File: config.mk
export PLATFORM = sky130hd
export DESIGN_NAME = low_voltage_detect_control
export DESIGN_NICKNAME = d
export VERILOG_FILES = /design/src/logic/level_sync.v /design/src/logic/low_voltage_detect_control.v
export VERILOG_INCLUDE_DIRS = /design/src /design/src/logic
export SDC_FILE = /design/constraint.sdc
export NUM_CORES = 1
export LEC_CHECK = 0
export BUFFER_PORTS_ARGS = -buffer_cell sky130_fd_sc_hd__buf_4
export CAP_MARGIN = 5
export CORE_AREA = 2 2 81 52
export DETAILED_ROUTE_END_ITERATION = 10
export DIE_AREA = 0 0 83 54
export PLACE_DENSITY = 0.78
export SYNTH_ARGS = -nofsm -noshare
export SYNTH_HDL_FRONTEND = slang
export SYNTH_HIERARCHICAL = 1
export SYNTH_SLANG_ARGS = --single-unit
File: constraint.sdc
create_clock -name pclk -period 1.7 [get_ports pclk]
set_clock_uncertainty 0.1 [all_clocks]
set_input_delay 0.34 -clock pclk [delete_from_list [all_inputs] [get_ports pclk]]
set_output_delay 0.34 -clock pclk [all_outputs]
set_load 0.05 [all_outputs]
File: src/logic/low_voltage_detect_consts.vh
`ifndef LOW_VOLTAGE_DETECT_CONSTS_VH
`define LOW_VOLTAGE_DETECT_CONSTS_VH

// Register byte offsets on the APB.
`define OFS_CONTROL 8'h00
`define OFS_LEVEL 8'h04
`define OFS_IRQ 8'h08
`define OFS_RESET_SOURCE 8'h0c
`define OFS_OPTION 8'h10

// Control register fields.
`define BIT_ENABLE 7
`define BIT_SOURCE 2
`define BIT_MODE 1
`define BIT_LEVEL_FLAG 0

// Level select field.
`define LEVEL_MSB 3
`define LEVEL_LSB 0
`define LEVEL_RESET 4'he

// Interrupt register fields.
`define BIT_IRQ_REQUEST 0
`define BIT_IRQ_MASK 1
`define IRQ_MASK_RESET 1'b1

// Reset source register field.
`define BIT_RESET_SOURCE 0

// Option byte: default-start-off bit, and its place in memory.
`define OPTION_BYTE_ADDR 20'h000c1
`define BIT_DEFAULT_START_OFF 0

// Control register reset values.
`define ENABLE_RESET 1'b0
`define SOURCE_RESET 1'b0
`define MODE_RESET 1'b0

`endif

File: src/logic/level_sync.v
`timescale 1ns/1ns
// Two-stage synchroniser; the first stage feeds only the second.
module level_sync #(
  parameter WIDTH = 2,
  parameter [WIDTH-1:0] INIT = {WIDTH{1'b0}}
) (
  input wire clk,
  input wire rst_n,
  input wire [WIDTH-1:0] d,
  output wire [WIDTH-1:0] q
);

  reg [WIDTH-1:0] meta_r;
  reg [WIDTH-1:0] sync_r;

  always @(posedge clk or negedge rst_n) begin
    if (!rst_n) begin
      meta_r <= INIT;
      sync_r <= INIT;
    end else begin
      meta_r <= d;
      sync_r <= meta_r;
    end
  end

  assign q = sync_r;

endmodule

File: src/logic/low_voltage_detect_control.v
`timescale 1ns/1ns
`include "low_voltage_detect_consts.vh"
module low_voltage_detect_control #(
  parameter ADDR_W = 8
) (
  input wire pclk,
  input wire presetn,
  input wire por_n,
  input wire psel,
  input wire penable,
  input wire pwrite,
  input wire [ADDR_W-1:0] paddr,
  input wire [31:0] pwdata,
  input wire [3:0] pstrb,
  output reg [31:0] prdata,
  output wire pready,
  output wire pslverr,
  input wire [7:0] option_byte,
  input wire supply_below,
  input wire external_sense_input,
  output wire comp_enable,
  output wire source_select,
  output wire [3:0] level_select,
  output wire detect_reset_req,
  output reg detect_irq,
  output wire irq_pending
);

  localparam ST_LOAD = 2'b01;
  localparam ST_RUN = 2'b10;

  reg [1:0] state_r;
  reg [1:0] state_nxt;
  reg detect_enable_r;
  reg source_select_r;
  reg reset_mode_select_r;
  reg detect_irq_mask_r;
  reg detect_irq_request_flag_r;
  reg default_start_off_r;
  reg prev_below_r;
  reg [3:0] level_select_r;
  reg detect_reset_source_flag_r;
  reg reset_hold_r;
  reg own_reset_r;
  reg [1:0] sysrst_sync_r;
  reg sysrst_prev_r;

  wire [1:0] cmp_sync;
  wire below;
  wire level_flag;
  wire setup;
  wire wr;
  wire hit_control;
  wire hit_level;
  wire hit_irq;
  wire hit_source;
  wire hit_option;
  wire mapped;
  wire sys_released;
  wire crossing;
  wire disable_low;
  wire irq_event;
  wire [7:0] control_rd;

  // Both comparator outputs are synchronised; the mux follows the second stage.
  level_sync #(
    .WIDTH(2),
    .INIT(2'b00)
  ) u_cmp_sync (
    .clk(pclk),
    .rst_n(por_n),
    .d({external_sense_input, supply_below}),
    .q(cmp_sync)
  );

  assign below = source_select_r ? cmp_sync[1] : cmp_sync[0];
  assign level_flag = detect_enable_r & below;

  assign comp_enable = detect_enable_r;
  assign source_select = source_select_r;
  assign level_select = level_select_r;
  assign detect_reset_req = reset_hold_r;
  assign irq_pending = detect_irq_request_flag_r & ~detect_irq_mask_r;

  // APB decode. The slave never inserts wait states.
  assign setup = psel & ~penable;
  assign wr = psel & penable & pwrite;
  assign hit_control = (paddr == `OFS_CONTROL);
  assign hit_level = (paddr == `OFS_LEVEL);
  assign hit_irq = (paddr == `OFS_IRQ);
  assign hit_source = (paddr == `OFS_RESET_SOURCE);
  assign hit_option = (paddr == `OFS_OPTION);
  assign mapped = hit_control | hit_level | hit_irq | hit_source | hit_option;
  assign pready = 1'b1;
  assign pslverr = psel & penable & ~mapped;

  assign control_rd = {detect_enable_r, 4'h0, source_select_r, reset_mode_select_r, level_flag};

  // Reset request and the state that must outlive a system reset.
  // These flops are cleared only at power-on, except that level_select_r reloads its default after a
  // system reset the detector did not raise; the request they form drives the system reset itself and must not cancel itself.
  always @(posedge pclk or negedge por_n) begin
    if (!por_n) begin
      sysrst_sync_r <= 2'b00;
      sysrst_prev_r <= 1'b0;
    end else begin
      sysrst_sync_r <= {sysrst_sync_r[0], presetn};
      sysrst_prev_r <= sysrst_sync_r[1];
    end
  end

  assign sys_released = sysrst_sync_r[1] & ~sysrst_prev_r;

  always @(posedge pclk or negedge por_n) begin
    if (!por_n) begin
      reset_hold_r <= 1'b0;
    end else if (!below) begin
      reset_hold_r <= 1'b0;
    end else if (detect_enable_r & reset_mode_select_r) begin
      reset_hold_r <= 1'b1;
    end
  end

  always @(posedge pclk or negedge por_n) begin
    if (!por_n) begin
      own_reset_r <= 1'b0;
    end else if (reset_hold_r) begin
      own_reset_r <= 1'b1;
    end else if (sys_released) begin
      own_reset_r <= 1'b0;
    end
  end

  always @(posedge pclk or negedge por_n) begin
    if (!por_n) begin
      level_select_r <= `LEVEL_RESET;
    end else if (sys_released & ~own_reset_r) begin
      level_select_r <= `LEVEL_RESET;
    end else if (wr & hit_level & pstrb[0]) begin
      level_select_r <= pwdata[`LEVEL_MSB:`LEVEL_LSB];
    end
  end

  // A detector reset wins over a clear written in the same cycle.
  always @(posedge pclk or negedge por_n) begin
    if (!por_n) begin
      detect_reset_source_flag_r <= 1'b0;
    end else if (sys_released & own_reset_r) begin
      detect_reset_source_flag_r <= 1'b1;
    end else if (wr & hit_source & pstrb[0] & pwdata[`BIT_RESET_SOURCE]) begin
      detect_reset_source_flag_r <= 1'b0;
    end
  end

  // Start-up: the option byte is sampled on the first edge after release,
  // never under the asynchronous reset.
  always @* begin
    state_nxt = state_r;
    case (state_r)
      ST_LOAD: begin
        state_nxt = ST_RUN;
      end
      ST_RUN: begin
        state_nxt = ST_RUN;
      end
      default: begin
        state_nxt = ST_LOAD;
      end
    endcase
  end

  always @(posedge pclk or negedge presetn) begin
    if (!presetn) begin
      state_r <= ST_LOAD;
    end else begin
      state_r <= state_nxt;
    end
  end

  always @(posedge pclk or negedge presetn) begin
    if (!presetn) begin
      default_start_off_r <= 1'b1;
    end else if (state_r == ST_LOAD) begin
      default_start_off_r <= option_byte[`BIT_DEFAULT_START_OFF];
    end
  end

  // Control register. Default start forces the detector on even if software
  // had stopped it before the reset; no stabilisation wait is inserted.
  always @(posedge pclk or negedge presetn) begin
    if (!presetn) begin
      detect_enable_r <= `ENABLE_RESET;
      source_select_r <= `SOURCE_RESET;
      reset_mode_select_r <= `MODE_RESET;
    end else if (state_r == ST_LOAD) begin
      if (!option_byte[`BIT_DEFAULT_START_OFF]) begin
        detect_enable_r <= 1'b1;
        source_select_r <= 1'b0;
        reset_mode_select_r <= 1'b1;
      end
    end else if (wr & hit_control & pstrb[0]) begin
      detect_enable_r <= pwdata[`BIT_ENABLE];
      source_select_r <= pwdata[`BIT_SOURCE];
      reset_mode_select_r <= pwdata[`BIT_MODE];
    end
  end

  // Interrupt events: any crossing seen while enabled in interrupt mode,
  // including one caused by a new level, and a stop while below threshold.
  // A write of the level field with the detector on may cross at once.
  assign crossing = detect_enable_r & ~reset_mode_select_r & (below != prev_below_r);
  assign disable_low = wr & hit_control & pstrb[0] & detect_enable_r & ~pwdata[`BIT_ENABLE] & below;
  assign irq_event = crossing | disable_low;

  always @(posedge pclk or negedge presetn) begin
    if (!presetn) begin
      prev_below_r <= 1'b0;
      detect_irq <= 1'b0;
    end else begin
      prev_below_r <= below;
      detect_irq <= irq_event;
    end
  end

  // Request flag: the hardware set wins over a software clear.
  always @(posedge pclk or negedge presetn) begin
    if (!presetn) begin
      detect_irq_request_flag_r <= 1'b0;
    end else if (irq_event) begin
      detect_irq_request_flag_r <= 1'b1;
    end else if (wr & hit_irq & pstrb[0]) begin
      detect_irq_request_flag_r <= pwdata[`BIT_IRQ_REQUEST];
    end
  end

  always @(posedge pclk or negedge presetn) begin
    if (!presetn) begin
      detect_irq_mask_r <= `IRQ_MASK_RESET;
    end else if (wr & hit_irq & pstrb[0]) begin
      detect_irq_mask_r <= pwdata[`BIT_IRQ_MASK];
    end
  end

  // Read data is registered in the setup phase so it is stable in access.
  always @(posedge pclk or negedge presetn) begin
    if (!presetn) begin
      prdata <= 32'h0000_0000;
    end else if (setup & ~pwrite) begin
      if (hit_control) begin
        prdata <= {24'h00_0000, control_rd};
      end else if (hit_level) begin
        prdata <= {28'h000_0000, level_select_r};
      end else if (hit_irq) begin
        prdata <= {30'h0000_0000, detect_irq_mask_r, detect_irq_request_flag_r};
      end else if (hit_source) begin
        prdata <= {31'h0000_0000, detect_reset_source_flag_r};
      end else if (hit_option) begin
        prdata <= {31'h0000_0000, default_start_off_r};
      end else begin
        prdata <= 32'h0000_0000;
      end
    end
  end

endmodule

==> flow_summary.toml <==
[outcome]
status = "finished clean"

[layout]
drive_gt1_frac = 0.339
post-route-util = 0.494
fin_cells = 242
diodes = 0
final_common_cell = "buf_4"
final_cell_mix = "buf_4 (42), conb_1 (28), dfrtp_1 (23)"
nets = 252
area_growth_pct = 27.2
fillerInstances = 375
final_area_um2 = 1900

[routing]
drtIter0Drc = 44
drtAntennaViolNets = 0
dr.pass1.iters = 4
routed-via-count = 1099
routed_wl_mm = 3.02
drc = 0
wire_per_inst_um = 12.5
via_per_inst = 4.54

[synthesis]
ys_types = 35
postSynthAreaPerCell_um2 = 10.4
ys_warn_count = 6
synthCells = 144
syn_area_um2 = 1500
ys_ff_latch = 29
yosysSeqAreaShare = 0.490

[worst_setup_path]
crit_path_end_kind = "primary output"
startpoint_type = "input pin"
critical_path_arrival_ns = 1.16
crit_type = "in2out"
cp.required_ns = 1.26
worstPathMaxFanout = 2

[global_route]
grtUsageTotal = 0.146
grt_pass1_wl_mm = 4.93
grt.overflow.total = 0
antenna_found_initial = 0
grt_pass1_vias = 1022
grt_max_degree = 17

[clocking]
cts_setup_buffers = 0
clock_latency_ns = 0.28
path_clk_slew_ns = 0.07
htreeDepth = 2
cts_made_buffers = 5
cts_sinks = 29
clk_path_buf_depth = 2
cts-root-buf = "clkbuf_8"
tritoncts = "built"

[place]
io_buffers = 37
post-place-cells = 232
placed_area_um2 = 1760
dpl.hpwl_mm = 2.37
globalplace.congestion = 0.803
place_ws_ns = 0.00351

[timing]
layout_setup_ws_ns = 0.103
rsz0062_at_grt = "false"
hold_ws_ns = 0.0619
drv_slew = 0
post-route-period-util = 0.939
setup_viol = 0
fmax_mhz = 626
min_period_ns = 1.60
hold_viol = 0
finalSetupTns_ns = 0

[power_and_ir_drop]
peakVddDrop_mv = 0.596
total_power_mw = 1.80
leakage_nw = 0.934
power.density_nw_per_um2 = 944

[die]
rows = 18
initial_core_util = 0.389
die_y_um = 54
die-area_um2 = 4480
ioPinCount = 103
core_um2 = 3850
fp.dieW_um = 83

[flow_run]
maxCapViolations = 0

[hold_path]
min_path_type = "in2reg"
registers in the layout (all words and copies together), names as in the netlist, 2 cells and up:
| name | cells |
|---|---|
| sysrst_sync_r | 2 |
| u_cmp_sync/meta_r | 2 |
| state_r | 2 |
| prdata | 5 |
| level_select | 4 |
| u_cmp_sync/q | 2 |
where the power goes:
group / leakage [nW] / total, mW / switching [mW] / internal [mW]
combinational: 0.537 / 0.322 / 0.244 / 0.0785
sequential: 0.339 / 0.729 / 0.0128 / 0.716
clock: 0.0574 / 0.745 / 0.269 / 0.476
total: 0.934 / 1.80 / 0.525 / 1.27
cells by family after synthesis:
| group | count (synthesis) | synth area share |
|---|---|---|
| simple gates | 45 | 0.171 |
| buf+inv | 36 | 0.161 |
| flops | 29 | 0.490 |
| compound gates | 20 | 0.0903 |
| mux | 10 | 0.0686 |
| other cells | 2 | 0.00502 |
| fa+ha+maj | 1 | 0.00836 |
| xor+xnor | 1 | 0.00585 |
critical path: stages:
cell     delay (ns)
buf_4          0.11
nor2_1         0.12
nor4b_2        0.21
buf_4          0.15
a21oi_2        0.04
buf_4          0.19
per-layer routing:
metal / share of wire / track usage
met3: 0.074 / 0.0567
met1: 0.49 / 0.185
met2: 0.42 / 0.227
met4: 0.014 / 0.0656
met5: 0 / 0
path summary, 6_finish.rpt:
check                           slack [ns]                              to  depth (start not counted)                      startpoint
worst max register to register        0.24       source_select$_DFFE_PN0P_                          5            state_r[0]$_DFF_PN1_
max in group asynchronous             0.89            state_r[0]$_DFF_PN1_                          2                         presetn
worst max-delay path                  0.10                         pslverr                          6                        paddr[7]
worst min register to register        0.25       u_cmp_sync/q[1]$_DFF_PN0_                          0  u_cmp_sync/meta_r[1]$_DFF_PN0_
min in group asynchronous             0.34  u_cmp_sync/meta_r[1]$_DFF_PN0_                          2                           por_n
worst min-delay path                  0.06  u_cmp_sync/meta_r[0]$_DFF_PN0_                          1                    supply_below
area by class of cell:
| cell class | instances | area, um^2 | share of cell area |
|---|---|---|---|
| well taps | 50 | 62.6 | 0.0329 |
| flip-flops and latches | 29 | 733 | 0.385 |
| clock buffers | 6 | 82.6 | 0.0434 |
| repair buffers | 44 | 335 | 0.176 |
| clock inverters | 2 | 37.5 | 0.0197 |
| multi-input cells | 105 | 629 | 0.331 |
| inverters | 6 | 22.5 | 0.0118 |
cells in the mapped netlist:
cell	count	area, um^2
buf_4	28	210
dfrtp_1	23	576
nor2_1	11	41.3
nand2_1	10	37.5
mux2i_1	8	80.1
a21oi_1	6	30.0
dfstp_2	6	158
inv_1	6	22.5
nand4_1	5	31.3
o21ai_0	5	25.0
nor2b_1	4	25.0
nand2b_1	3	18.8
nor3_1	3	15.0
conb_1	2	7.51
mux2_2	2	22.5
nand3b_1	2	15.0
o31ai_1	2	15.0
a211oi_1	1	7.51
a21o_1	1	7.51
a41oi_2	1	16.3
and3_1	1	6.26
and3b_1	1	8.76
and4_1	1	8.76
buf_2	1	5.00
clkbuf_1	1	3.75
ha_1	1	12.5
nand2_2	1	6.26
nor4_4	1	21.3
nor4b_1	1	8.76
o211ai_1	1	7.51
o211ai_2	1	12.5
o21ai_1	1	5.00
o41ai_1	1	8.76
or3_4	1	11.3
xnor2_1	1	8.76
timing repair:
item / 4_1_cts / 5_1_grt
hold endpoints to repair: 23 / 0
hold buffers: 2 / 0
endpoints found under the setup margin: 0 / 1
gates resized for setup: 0 / 1
(Power assumes the default switching activity.)
